## config.mk

```make
export PLATFORM = sky130hd
export DESIGN_NAME = paged_status_test_regs
export DESIGN_NICKNAME = d
export VERILOG_FILES = /design/src/design/pin_sync.v /design/src/design/paged_status_test_regs.v
export VERILOG_INCLUDE_DIRS = /design/src /design/src/design
export SDC_FILE = /design/constraint.sdc
export NUM_CORES = 1
export LEC_CHECK = 0
export BUFFER_PORTS_ARGS = -buffer_cell sky130_fd_sc_hd__buf_2
export CAP_MARGIN = 20
export CORE_AREA = 2 2 105 107
export CTS_CLUSTER_DIAMETER = 200
export DETAILED_ROUTE_END_ITERATION = 10
export DIE_AREA = 0 0 107 109
export PLACE_DENSITY_LB_ADDON = 0.08
export SETUP_SLACK_MARGIN = 0.15
export SYNTH_ARGS = -nofsm -noshare
export SYNTH_HDL_FRONTEND = slang
export SYNTH_SLANG_ARGS = --single-unit
export TNS_END_PERCENT = 30
```

## constraint.sdc

```tcl
create_clock -name pclk -period 4.54 [get_ports pclk]
set_input_delay 1.135 -clock pclk [delete_from_list [all_inputs] [get_ports pclk]]
set_output_delay 1.135 -clock pclk [all_outputs]
set_load 0.05 [all_outputs]
```

## src/design/paged_status_consts.vh

```
// Constants for the paged status and test register group.
// Assumes inclusion by bare name from design files that need offsets and fields.
`ifndef PAGED_STATUS_CONSTS_VH
`define PAGED_STATUS_CONSTS_VH

// ----------------------------------------------------------------------------
// Register indices and byte addresses
// ----------------------------------------------------------------------------
`define IDX_PAGED_STATUS 8'h10
`define IDX_MEAS_SELECT 8'h11
`define IDX_TEST_SETTING 8'h12
`define ADDR_PAGED_STATUS (`IDX_PAGED_STATUS * 4)
`define ADDR_MEAS_SELECT (`IDX_MEAS_SELECT * 4)
`define ADDR_TEST_SETTING (`IDX_TEST_SETTING * 4)
`define ADDR_W 10

// ----------------------------------------------------------------------------
// Reset values
// ----------------------------------------------------------------------------
`define MEAS_SELECT_RESET 4'h0
`define TEST_SETTING_RESET 24'h000000

// ----------------------------------------------------------------------------
// Test setting fields
// ----------------------------------------------------------------------------
`define TS_CHECK_A_HI 23
`define TS_CHECK_A_LO 21
`define TS_CHECK_B_HI 20
`define TS_CHECK_B_LO 18
`define TS_PAGE_EXT 16
`define TS_PAGE_HI 15
`define TS_PAGE_LO 14
`define TS_TRIM_DIR 11
`define TS_SETTLE_BOOST 10
`define TS_DEC_VARIANT 7

// ----------------------------------------------------------------------------
// Status pages
// ----------------------------------------------------------------------------
`define PAGE_GAIN_LOOP 3'h0
`define PAGE_OSC_RANGE 3'h1
`define PAGE_FILTER_TRIM 3'h2
`define PAGE_PILOT_FREQ 3'h3

// ----------------------------------------------------------------------------
// Measurement source codes
// ----------------------------------------------------------------------------
`define MSEL_NONE 3'h0
`define MSEL_MIXER_I 3'h1
`define MSEL_ADC_PIN 3'h3
`define MSEL_RF_LEVEL 3'h4
`define MSEL_EXT_SUPPLY 3'h7
`define MSEL_W 4

`endif

```

## src/design/pin_sync.v

```verilog
// Two-stage synchroniser for a group of asynchronous level inputs.
// Assumes the levels change slowly relative to pclk; bits may resolve on
// different cycles, so a multi-bit status word can be briefly mixed.
`timescale 1ns/10ps
`default_nettype none

module pin_sync #(
    parameter WIDTH = 1
) (
    input wire pclk,
    input wire presetn,
    input wire [WIDTH-1:0] async_in,
    output reg [WIDTH-1:0] sync_out
);

    reg [WIDTH-1:0] meta_reg;

    // The first stage is read only by the second stage.
    always @(posedge pclk or negedge presetn) begin
        if (!presetn) begin
            meta_reg <= {WIDTH{1'b0}};
            sync_out <= {WIDTH{1'b0}};
        end else begin
            meta_reg <= async_in;
            sync_out <= meta_reg;
        end
    end

endmodule
`default_nettype wire

```

## src/design/paged_status_test_regs.v

```verilog
// Paged status, measurement select and test setting registers behind APB.
// Assumes an APB master on pclk; the chip enable pin and all analog status
// levels arrive asynchronously and are synchronised here before use.
`timescale 1ns/10ps
`default_nettype none
`include "paged_status_consts.vh"

// Summary of operation
// - Page 0 shows the in-phase gain-loop level in bits 5:3 and quadrature in bits 2:0.
// - Page 1 shows oscillator range in bits 7:4, oscillator type in bit 3, pin voltage in 2:0.
// - Page 2 shows the high-pass trim code in the upper nibble and low-pass in the lower.
// - Page 3 shows the full eight-bit pilot frequency measurement.
// - The page number is test-setting bit 16 above bits 15:14, covering pages 0 to 7; pages 4 to 7 read zero.
// - The measurement code routes the converter input to none, mixer, pin, RF or supply.
// - Measurement select clears to zero at reset or while chip enable is low.
// - The test-setting register clears to zero at reset or while chip enable is low.
// - Bit 11 steers trim writes to the high-pass code when set, else to the low-pass code.
// - Bit 10 makes the first-stage coupling settle twice as fast.
module paged_status_test_regs (
    input wire pclk,
    input wire presetn,
    input wire psel,
    input wire penable,
    input wire pwrite,
    input wire [31:0] paddr,
    input wire [31:0] pwdata,
    input wire [3:0] pstrb,
    output reg [31:0] prdata,
    output reg pready,
    output reg pslverr,
    input wire chip_enable,
    input wire [2:0] gain_loop_i,
    input wire [2:0] gain_loop_q,
    input wire [3:0] oscillator_range_info,
    input wire oscillator_type,
    input wire [2:0] oscillator_pin_voltage,
    input wire [3:0] highpass_trim_code,
    input wire [3:0] lowpass_trim_code,
    input wire [7:0] pilot_freq,
    output reg [2:0] adc_source_code,
    output reg adc_route_mixer_i,
    output reg adc_route_pin,
    output reg adc_route_rf_level,
    output reg adc_route_external_supply,
    output reg [2:0] status_page_select,
    output reg trim_write_direction,
    output reg coupling_settle_boost,
    output reg decoder_variant,
    output reg [2:0] analog_check_a,
    output reg [2:0] analog_check_b,
    output reg [23:0] test_setting_out
);

    // ------------------------------------------------------------------------
    // Input synchronisation
    // ------------------------------------------------------------------------
    localparam STATUS_W = 32;

    wire chip_enable_sync;
    wire [STATUS_W-1:0] status_raw;
    wire [STATUS_W-1:0] status_sync;

    assign status_raw = {pilot_freq, highpass_trim_code, lowpass_trim_code,
                         oscillator_range_info, oscillator_type, oscillator_pin_voltage,
                         gain_loop_i, gain_loop_q, 2'b00};

    pin_sync #(
        .WIDTH(1)
    ) enable_sync_inst (
        .pclk(pclk),
        .presetn(presetn),
        .async_in(chip_enable),
        .sync_out(chip_enable_sync)
    );

    pin_sync #(
        .WIDTH(STATUS_W)
    ) status_sync_inst (
        .pclk(pclk),
        .presetn(presetn),
        .async_in(status_raw),
        .sync_out(status_sync)
    );

    wire [7:0] pilot_s;
    wire [3:0] hp_trim_s;
    wire [3:0] lp_trim_s;
    wire [3:0] osc_range_s;
    wire osc_type_s;
    wire [2:0] osc_volt_s;
    wire [2:0] gain_i_s;
    wire [2:0] gain_q_s;

    assign pilot_s = status_sync[31:24];
    assign hp_trim_s = status_sync[23:20];
    assign lp_trim_s = status_sync[19:16];
    assign osc_range_s = status_sync[15:12];
    assign osc_type_s = status_sync[11];
    assign osc_volt_s = status_sync[10:8];
    assign gain_i_s = status_sync[7:5];
    assign gain_q_s = status_sync[4:2];

    // ------------------------------------------------------------------------
    // Register storage
    // ------------------------------------------------------------------------
    reg [`MSEL_W-1:0] meas_select_reg;
    reg [`MSEL_W-1:0] meas_select_next;
    reg [23:0] test_setting_reg;
    reg [23:0] test_setting_next;

    // ------------------------------------------------------------------------
    // APB decode
    // ------------------------------------------------------------------------
    wire [`ADDR_W-1:0] addr_word;
    wire hit_status;
    wire hit_meas;
    wire hit_test;
    wire hit_any;
    wire access_wait;
    wire access_done;
    wire wr_done;

    assign addr_word = paddr[`ADDR_W-1:0];
    assign hit_status = (addr_word == `ADDR_PAGED_STATUS) && (paddr[31:`ADDR_W] == 0);
    assign hit_meas = (addr_word == `ADDR_MEAS_SELECT) && (paddr[31:`ADDR_W] == 0);
    assign hit_test = (addr_word == `ADDR_TEST_SETTING) && (paddr[31:`ADDR_W] == 0);
    assign hit_any = hit_status | hit_meas | hit_test;

    // One wait state: pready rises in the first access cycle, the transfer
    // completes on the second, so read data is captured one edge before write data is stored.
    assign access_wait = psel && penable && !pready;
    assign access_done = psel && penable && pready;
    assign wr_done = access_done && pwrite && !pslverr;

    // ------------------------------------------------------------------------
    // Paged status selection
    // ------------------------------------------------------------------------
    wire [2:0] page_live;
    reg [7:0] status_view;

    assign page_live = test_setting_reg[`TS_PAGE_EXT:`TS_PAGE_LO];

    always @* begin
        status_view = 8'h00;
        case (page_live)
            `PAGE_GAIN_LOOP: begin
                status_view = {2'b00, gain_i_s, gain_q_s};
            end
            `PAGE_OSC_RANGE: begin
                status_view = {osc_range_s, osc_type_s, osc_volt_s};
            end
            `PAGE_FILTER_TRIM: begin
                status_view = {hp_trim_s, lp_trim_s};
            end
            `PAGE_PILOT_FREQ: begin
                status_view = pilot_s;
            end
            default: begin
                status_view = 8'h00;
            end
        endcase
    end

    // ------------------------------------------------------------------------
    // Write path with byte strobes
    // ------------------------------------------------------------------------
    always @* begin
        meas_select_next = meas_select_reg;
        test_setting_next = test_setting_reg;
        if (wr_done && hit_meas && pstrb[0]) begin
            meas_select_next = pwdata[`MSEL_W-1:0];
        end
        if (wr_done && hit_test) begin
            if (pstrb[0]) begin
                test_setting_next[7:0] = pwdata[7:0];
            end
            if (pstrb[1]) begin
                test_setting_next[15:8] = pwdata[15:8];
            end
            if (pstrb[2]) begin
                test_setting_next[23:16] = pwdata[23:16];
            end
        end
        if (!chip_enable_sync) begin
            meas_select_next = `MEAS_SELECT_RESET;
        end
        if (!chip_enable_sync) begin
            test_setting_next = `TEST_SETTING_RESET;
        end
    end

    always @(posedge pclk or negedge presetn) begin
        if (!presetn) begin
            meas_select_reg <= `MEAS_SELECT_RESET;
            test_setting_reg <= `TEST_SETTING_RESET;
        end else begin
            meas_select_reg <= meas_select_next;
            test_setting_reg <= test_setting_next;
        end
    end

    // ------------------------------------------------------------------------
    // APB response
    // ------------------------------------------------------------------------
    reg [31:0] read_mux;

    always @* begin
        read_mux = 32'h00000000;
        if (hit_status) begin
            read_mux = {24'h000000, status_view};
        end else if (hit_meas) begin
            read_mux = {{(32 - `MSEL_W){1'b0}}, meas_select_reg};
        end else if (hit_test) begin
            read_mux = {8'h00, test_setting_reg};
        end
    end

    // Read data is captured at the pready edge, one cycle before completion;
    // a status level moving in that single cycle is not reflected.
    always @(posedge pclk or negedge presetn) begin
        if (!presetn) begin
            pready <= 1'b0;
            pslverr <= 1'b0;
            prdata <= 32'h00000000;
        end else if (access_wait) begin
            pready <= 1'b1;
            pslverr <= !hit_any;
            prdata <= pwrite ? 32'h00000000 : read_mux;
        end else begin
            pready <= 1'b0;
            pslverr <= 1'b0;
            prdata <= 32'h00000000;
        end
    end

    // ------------------------------------------------------------------------
    // Control outputs
    // ------------------------------------------------------------------------
    wire [2:0] msel_code;

    assign msel_code = meas_select_reg[2:0];

    always @(posedge pclk or negedge presetn) begin
        if (!presetn) begin
            adc_source_code <= `MSEL_NONE;
            adc_route_mixer_i <= 1'b0;
            adc_route_pin <= 1'b0;
            adc_route_rf_level <= 1'b0;
            adc_route_external_supply <= 1'b0;
        end else begin
            adc_source_code <= msel_code;
            adc_route_mixer_i <= (msel_code == `MSEL_MIXER_I);
            adc_route_pin <= (msel_code == `MSEL_ADC_PIN);
            adc_route_rf_level <= (msel_code == `MSEL_RF_LEVEL);
            adc_route_external_supply <= (msel_code == `MSEL_EXT_SUPPLY);
        end
    end

    always @(posedge pclk or negedge presetn) begin
        if (!presetn) begin
            status_page_select <= `PAGE_GAIN_LOOP;
            trim_write_direction <= 1'b0;
            coupling_settle_boost <= 1'b0;
            decoder_variant <= 1'b0;
            analog_check_a <= 3'h0;
            analog_check_b <= 3'h0;
            test_setting_out <= `TEST_SETTING_RESET;
        end else begin
            status_page_select <= page_live;
            trim_write_direction <= test_setting_reg[`TS_TRIM_DIR];
            coupling_settle_boost <= test_setting_reg[`TS_SETTLE_BOOST];
            decoder_variant <= test_setting_reg[`TS_DEC_VARIANT];
            analog_check_a <= test_setting_reg[`TS_CHECK_A_HI:`TS_CHECK_A_LO];
            analog_check_b <= test_setting_reg[`TS_CHECK_B_HI:`TS_CHECK_B_LO];
            test_setting_out <= test_setting_reg;
        end
    end

endmodule
`default_nettype wire

```

==> flow_metrics.py, run 1 <==
metrics = {
    "route": {
        "routed_wl_mm": 9.85,
        "dr.pass1.iters": 4,
        "drt-initial-drc-count": 105,
        "wl_per_cell_um": 14.9,
        "drtAntennaViolNets": 0,
        "vias": 3190,
        "drc": 0,
        "via_per_inst": 4.83,
    },
    "worst_setup_path": {
        "rr_worst_depth": 4,
        "crit_path_end_kind": "flip-flop",
        "timing.rr.end": "prdata[2]",
        "critical_path_class": "in2reg",
        "reg2reg_setup_slack_ns": 2.67,
        "crit_buf_inv": 1,
        "crit_fanout": 16,
        "crit_required_ns": 4.99,
        "start_kind": "input port",
        "cpPeakStageDelay_ns": 0.80,
        "worst_path_dominant_cell_family": "simple AND/OR/NAND/NOR gates",
        "cp_slowest_cell": "nor4_4",
        "critical_path.cell_chain": "buf_2 -> nor4_2 -> nand4_2 -> nor4_4 -> and2_1",
        "r2r-start": "test_setting_reg[14]",
        "cp.arrival_ns": 3.08,
    },
    "grt": {
        "grt.overflow.total": 0,
        "antenna_found_initial": 0,
        "grt_start_max_net_pins": 95,
        "grt_use_total_pct": 18.3,
        "grt_pass1_wl_mm": 15.8,
        "grt_pass1_vias": 3178,
    },
    "cts": {
        "cts_tree": "done",
        "cts_root_buf": "clkbuf_8",
        "htreeDepth": 4,
        "cts_buffers": 17,
        "clkTransAtPathRegs_ns": 0.06,
        "ctsResizeCount": 0,
        "cts_hold_buf": 0,
        "insertion_delay_ns": 0.52,
        "clock_path_buffers": 2,
        "postCtsSetupBuffers": 0,
        "cts_sinks": 147,
    },
    "yosys": {
        "synth-seq-cells": 147,
        "syn_area_um2": 5160,
        "synth_top_family_by_area": "simple AND/OR/NAND/NOR gates",
        "yosys_warnings": 0,
        "syn_avg_cell_area_um2": 14.8,
        "ys_async_sr_fraction_pct": 100,
        "synth_edf_count": 0,
        "synth_cells": 350,
        "yosys.area_share.simple_pct": 13.0,
        "yosysSeqAreaShare_pct": 71.2,
        "ys_types": 37,
        "synthMuxAreaShare_pct": 6.93,
        "synth_area_leaders": "dfrtp_1 71%, mux2i_1 3.9%, buf_4 2.9%",
        "synthAdderAreaFrac_pct": 0,
        "yosys_most_used_dff": "dfrtp_1",
        "yosysTopAreaCellShare_pct": 71.2,
        "synth_xor_area_share_pct": 0,
        "synth.most_common_cell": "dfrtp_1",
        "synth_compound_area_share_pct": 4.29,
        "synthTopCellsByCount": "147 x dfrtp_1, 39 x nand2_1, 20 x buf_4, 20 x mux2i_1, 16 x and2_1",
        "post-synth-top-area-cell": "dfrtp_1",
    },
    "die": {
        "rows": 38,
        "start_util_pct": 48.7,
        "die_x_um": 107,
        "core_um2": 10600,
        "dieHeight_um": 109,
        "boundaryPins": 181,
        "die-area_um2": 11700,
    },
    "cells_and_area": {
        "drive_above_1_share_pct": 42.5,
        "diodes": 0,
        "areaGrowthSynthToFinish_pct": 28.1,
        "fin_util_pct": 62.4,
        "num-nets-final": 611,
    },
    "power": {
        "vdd_ir_drop_max_v": 0.000253,
        "leakage_nw": 3.39,
        "power_density_nw_per_um2": 441,
        "power_mw": 2.92,
    },
    "timing": {
        "fin_crit_sh_pct": 57.9,
        "clock.fmax_mhz": 380,
        "slew_viol_final": 0,
        "finClkSkew_ns": 0.00835,
        "setup_viol": 0,
        "period_minus_slack_ns": 2.63,
        "tns_ns": 0,
        "holdWs_ns": 0.346,
        "grt_setup_unrepaired": "false",
        "tightestPinTransition_ns": 0.827,
        "hold_viol": 0,
        "slew_headroom_pct": 44.8,
    },
    "status": {
        "status": "finished, final reports clean",
    },
    "place": {
        "port-buffer-count": 163,
        "gp_congestion": 0.715,
        "hpwl_mm": 6.89,
    },
    "min_path": {
        "hold_class": "reg2reg",
        "hold_start": "status_sync_inst.meta_reg[20]",
        "holdPathEnd": "status_sync_inst.sync_out[20]",
        "hold_depth": 0,
    },
    "flow_run": {
        "max-cap-violations": 0,
    },
}
[power breakdown]
group	total [mW]	internal, mW	switching (mW)
Combinational	0.122	0.0441	0.0774
Sequential	1.35	1.34	0.00782
Clock	1.45	0.914	0.534
Total	2.92	2.30	0.619
[routing by layer]
layer  part of all wire [%]  GRT usage, %  routed length [um]
met5                      0             0                   0
met4                    2.0          8.63                 197
met3                    5.6          4.24                 547
met2                     49          29.3                4870
met1                     43          24.0                4240
[per-stage QoR]
stage | std cells | worst slack, ns | cell area, um2
after global placement | 628 | 1.36 | 5990
after detailed placement | 628 | 1.34 | 5990
after floorplan | 357 | 1.97 | 5190
final | 660 | 1.91 | 6610
after global routing | 660 | 1.64 | 6610
after CTS | 660 | 1.88 | 6610
[placed cells by master, fill, tap and decap left out, drive strengths merged, types with 7 or more instances in the layout]
cell and instances:
nor4 8, nor3 7, nand4 11, and2 16
nor2 8, o31ai 8, dfrtp 147, clkbuf 18
buf 166, a22oi 8, a21oi 8, nand2 39
mux2i 20, conb 8
[how the worst max path moves through the flow]
stage,depth (start not counted),to,startpoint
detailed placement,5,prdata[11],paddr[5]
global placement,5,prdata[16],paddr[5]
floorplan,5,test_setting_reg[0],paddr[28]
finish,5,prdata[11],paddr[28]
CTS,5,prdata[11],paddr[5]
global route,5,prdata[9],paddr[15]
[worst reg2reg max path: cells and delay by family, from the launching register on]
| kind | cells | cell delay [ns] |
|---|---|---|
| muxes | 1 | 0.62 |
| DFF | 1 | 0.71 |
| and+or+nand+nor | 1 | 0.06 |
| AOI/OAI and AO/OA | 2 | 0.36 |
[logic make-up after synthesis]
| logic type | count (synthesis) |
|---|---|
| mux | 28 |
| flops | 147 |
| other cells | 1 |
| buf+inv | 37 |
| simple gates | 106 |
| compound gates | 31 |
[layout make-up]
class | count | area (um2)
clock inverter | 14 | 199
fill | 855 | 3990
timing repair buffer | 166 | 845
multi-input combinational | 173 | 1280
tap | 140 | 175
sequential | 147 | 3680
clock buffer | 18 | 428
inverter | 2 | 7.51
No activity file was read; power rests on OpenSTA's default activity.
==> run 2: changes to the inputs <==
--- a/config.mk
+++ b/config.mk
@@ -6,12 +6,13 @@
 export SDC_FILE = /design/constraint.sdc
 export NUM_CORES = 1
 export LEC_CHECK = 0
+export ABC_AREA = 1
 export BUFFER_PORTS_ARGS = -buffer_cell sky130_fd_sc_hd__buf_2
 export CAP_MARGIN = 20
-export CORE_AREA = 2 2 105 107
+export CORE_AREA = 2 2 107 109
 export CTS_CLUSTER_DIAMETER = 200
 export DETAILED_ROUTE_END_ITERATION = 10
-export DIE_AREA = 0 0 107 109
+export DIE_AREA = 0 0 109 111
 export PLACE_DENSITY_LB_ADDON = 0.08
 export SETUP_SLACK_MARGIN = 0.15
 export SYNTH_ARGS = -nofsm -noshare
==> constraint.sdc (replaced) <==
create_clock -name pclk -period 2.6 [get_ports pclk]
set_input_delay 0.65 -clock pclk [delete_from_list [all_inputs] [get_ports pclk]]
set_output_delay 0.65 -clock pclk [all_outputs]
set_load 0.05 [all_outputs]
==> run 2 against run 1 <==
Compared with the run above:
- register-to-register slack got worse by 1.8 ns
- clock power grew 66%
- sequential share of layout area is 1.2 points lower
- critical path depth grew 4
- area after synthesis increased by 2.9%
- combinational power increased to 3.4 times the previous value
- final cell count up 25%
- design area is 2.3% higher
==> flow_metrics.py, run 2 <==
metrics = {
    "yosys": {
        "ys_types": 26,
        "synth_cells": 504,
        "synth_edf_count": 0,
        "yosys_most_used_dff": "dfrtp_1",
        "yosys_warnings": 0,
        "yosysTopAreaCellShare_pct": 69.2,
        "syn_avg_cell_area_um2": 10.5,
        "yosysSeqAreaShare_pct": 69.2,
        "post-synth-top-area-cell": "dfrtp_1",
        "syn_area_um2": 5310,
        "synth-seq-cells": 147,
        "ys_async_sr_fraction_pct": 100,
        "synth.most_common_cell": "dfrtp_1",
        "synth_area_leaders": "dfrtp_1 69%, nand2_1 8.0%, nand3_1 6.0%",
        "synthTopCellsByCount": "147 x dfrtp_1, 113 x nand2_1, 64 x nand3_1",
    },
    "status": {
        "status": "finished, final reports clean",
    },
    "worst_setup_path": {
        "cp.arrival_ns": 2.04,
        "crit_fanout": 16,
        "critical_path_class": "in2reg",
        "crit_required_ns": 2.86,
        "timing.rr.end": "test_setting_reg[4]",
        "start_kind": "input port",
        "r2r-start": "pslverr",
        "rr_worst_depth": 5,
        "reg2reg_setup_slack_ns": 0.85,
        "crit_path_end_kind": "flip-flop",
    },
    "route": {
        "via_per_inst": 4.48,
        "vias": 3696,
        "drtAntennaViolNets": 0,
        "drt-initial-drc-count": 126,
        "drc": 0,
        "routed_wl_mm": 10.3,
        "dr.pass1.iters": 4,
        "wl_per_cell_um": 12.5,
    },
    "timing": {
        "tightestPinTransition_ns": 0.662,
        "slew_viol_final": 0,
        "tns_ns": 0,
        "fin_crit_sh_pct": 68.4,
        "grt_setup_unrepaired": "false",
        "clock.fmax_mhz": 562,
        "hold_viol": 0,
        "period_minus_slack_ns": 1.78,
        "finClkSkew_ns": 0.00454,
        "setup_viol": 0,
        "slew_headroom_pct": 55.5,
    },
    "cts": {
        "cts_hold_buf": 0,
        "postCtsSetupBuffers": 0,
        "insertion_delay_ns": 0.41,
        "cts_buffers": 17,
        "clkTransAtPathRegs_ns": 0.06,
        "cts_sinks": 147,
        "htreeDepth": 4,
        "cts_tree": "done",
        "ctsResizeCount": 0,
        "clock_path_buffers": 2,
        "cts_root_buf": "clkbuf_16",
    },
    "grt": {
        "grt_pass1_wl_mm": 16.5,
        "grt_use_total_pct": 18.2,
        "grt.overflow.total": 0,
        "antenna_found_initial": 0,
        "grt_pass1_vias": 3428,
        "grt_start_max_net_pins": 52,
    },
    "place": {
        "hpwl_mm": 7.37,
        "gp_congestion": 0.770,
        "place_inst": 794,
        "port-buffer-count": 163,
    },
    "die": {
        "core_um2": 11100,
        "start_util_pct": 48.0,
        "boundaryPins": 181,
        "die-area_um2": 12100,
        "rows": 39,
        "dieHeight_um": 111,
        "die_x_um": 109,
    },
    "cells_and_area": {
        "num-nets-final": 774,
        "layout_common_cells": "162 x buf_2, 146 x dfrtp_1, 113 x nand2_1",
        "drive_above_1_share_pct": 30.9,
        "final_cells": 825,
        "diodes": 0,
        "layout_commonest_cell": "buf_2",
        "areaGrowthSynthToFinish_pct": 27.4,
    },
    "power": {
        "power_density_nw_per_um2": 775,
        "power_mw": 5.25,
        "vdd_ir_drop_max_v": 0.000549,
        "leakage_nw": 3.74,
    },
    "flow_run": {
        "max-cap-violations": 0,
    },
    "min_path": {
        "hold_class": "in2async",
    },
}
-- run 2: cell count changes after synthesis, sizes merged, moves of 12 or more --
cell / delta
nand2: +76
o21ai: +12
mux2i: -20
nor2: +46
and2: -15
nand3: +65
inv: +58
-- run 2: area by class of cell --
type	count	area, um2
fillers	957	4310
well taps	143	179
inverters	60	225
clock inverters	12	159
flip-flops and latches	147	3680
clock buffers	19	433
repair buffers	170	887
multi-input cells	274	1200
-- run 2: critical path, cell delays in order --
cell     delay, ns
buf_2         0.09
nor2_1        0.23
nand3_2       0.14
nor2_2        0.12
nand2_1       0.07
nor2_2        0.15
nand2_1       0.33
nand3_1       0.16
o21ai_0       0.10
-- run 2: how the worst max path moves through the flow --
stage              start  depth (start not counted)  slack [ns]                  end
2_1_floorplan  paddr[11]                          8        0.80  test_setting_reg[4]
3_3_place_gp    paddr[7]                          9        0.38  test_setting_reg[4]
3_5_place_dp    paddr[7]                          9        0.35  test_setting_reg[5]
4_1_cts         paddr[7]                          9        0.78  test_setting_reg[4]
5_1_grt           pready                          6        0.56  test_setting_reg[7]
6_report        paddr[7]                          9        0.82  test_setting_reg[4]
-- run 2: metrics by stage --
stage	utilization, %	area, um2	hold slack (ns)	setup WS (ns)
5_1_grt	61.1	6770	0.205	0.559
6_report	61.1	6770	0.180	0.821
3_3_place_gp	55.7	6170	0.334	0.378
2_1_floorplan	-	5340	0.331	0.804
3_5_place_dp	55.7	6170	0.336	0.350
4_1_cts	61.1	6770	0.184	0.781
-- run 2: kinds of logic after synthesis --
kind of cell | Yosys count | synth area share [%]
buf+inv | 90 | 8.60
flops | 147 | 69.2
other cells | 1 | 0.0706
compound gates | 16 | 1.72
simple gates | 250 | 20.4
-- run 2: routing by layer --
metal	global-route usage, %	vias to the layer above	wire length [um]
met5	0	-	0
met4	7.86	0	165
met3	4.35	16	718
met2	29.4	136	5080
met1	23.5	1676	4390
li1	-	1868	-
-- run 2: power by group --
group          switching [mW]  internal (mW)
combinational           0.294          0.117
sequential             0.0474           2.37
clock                   0.907           1.51
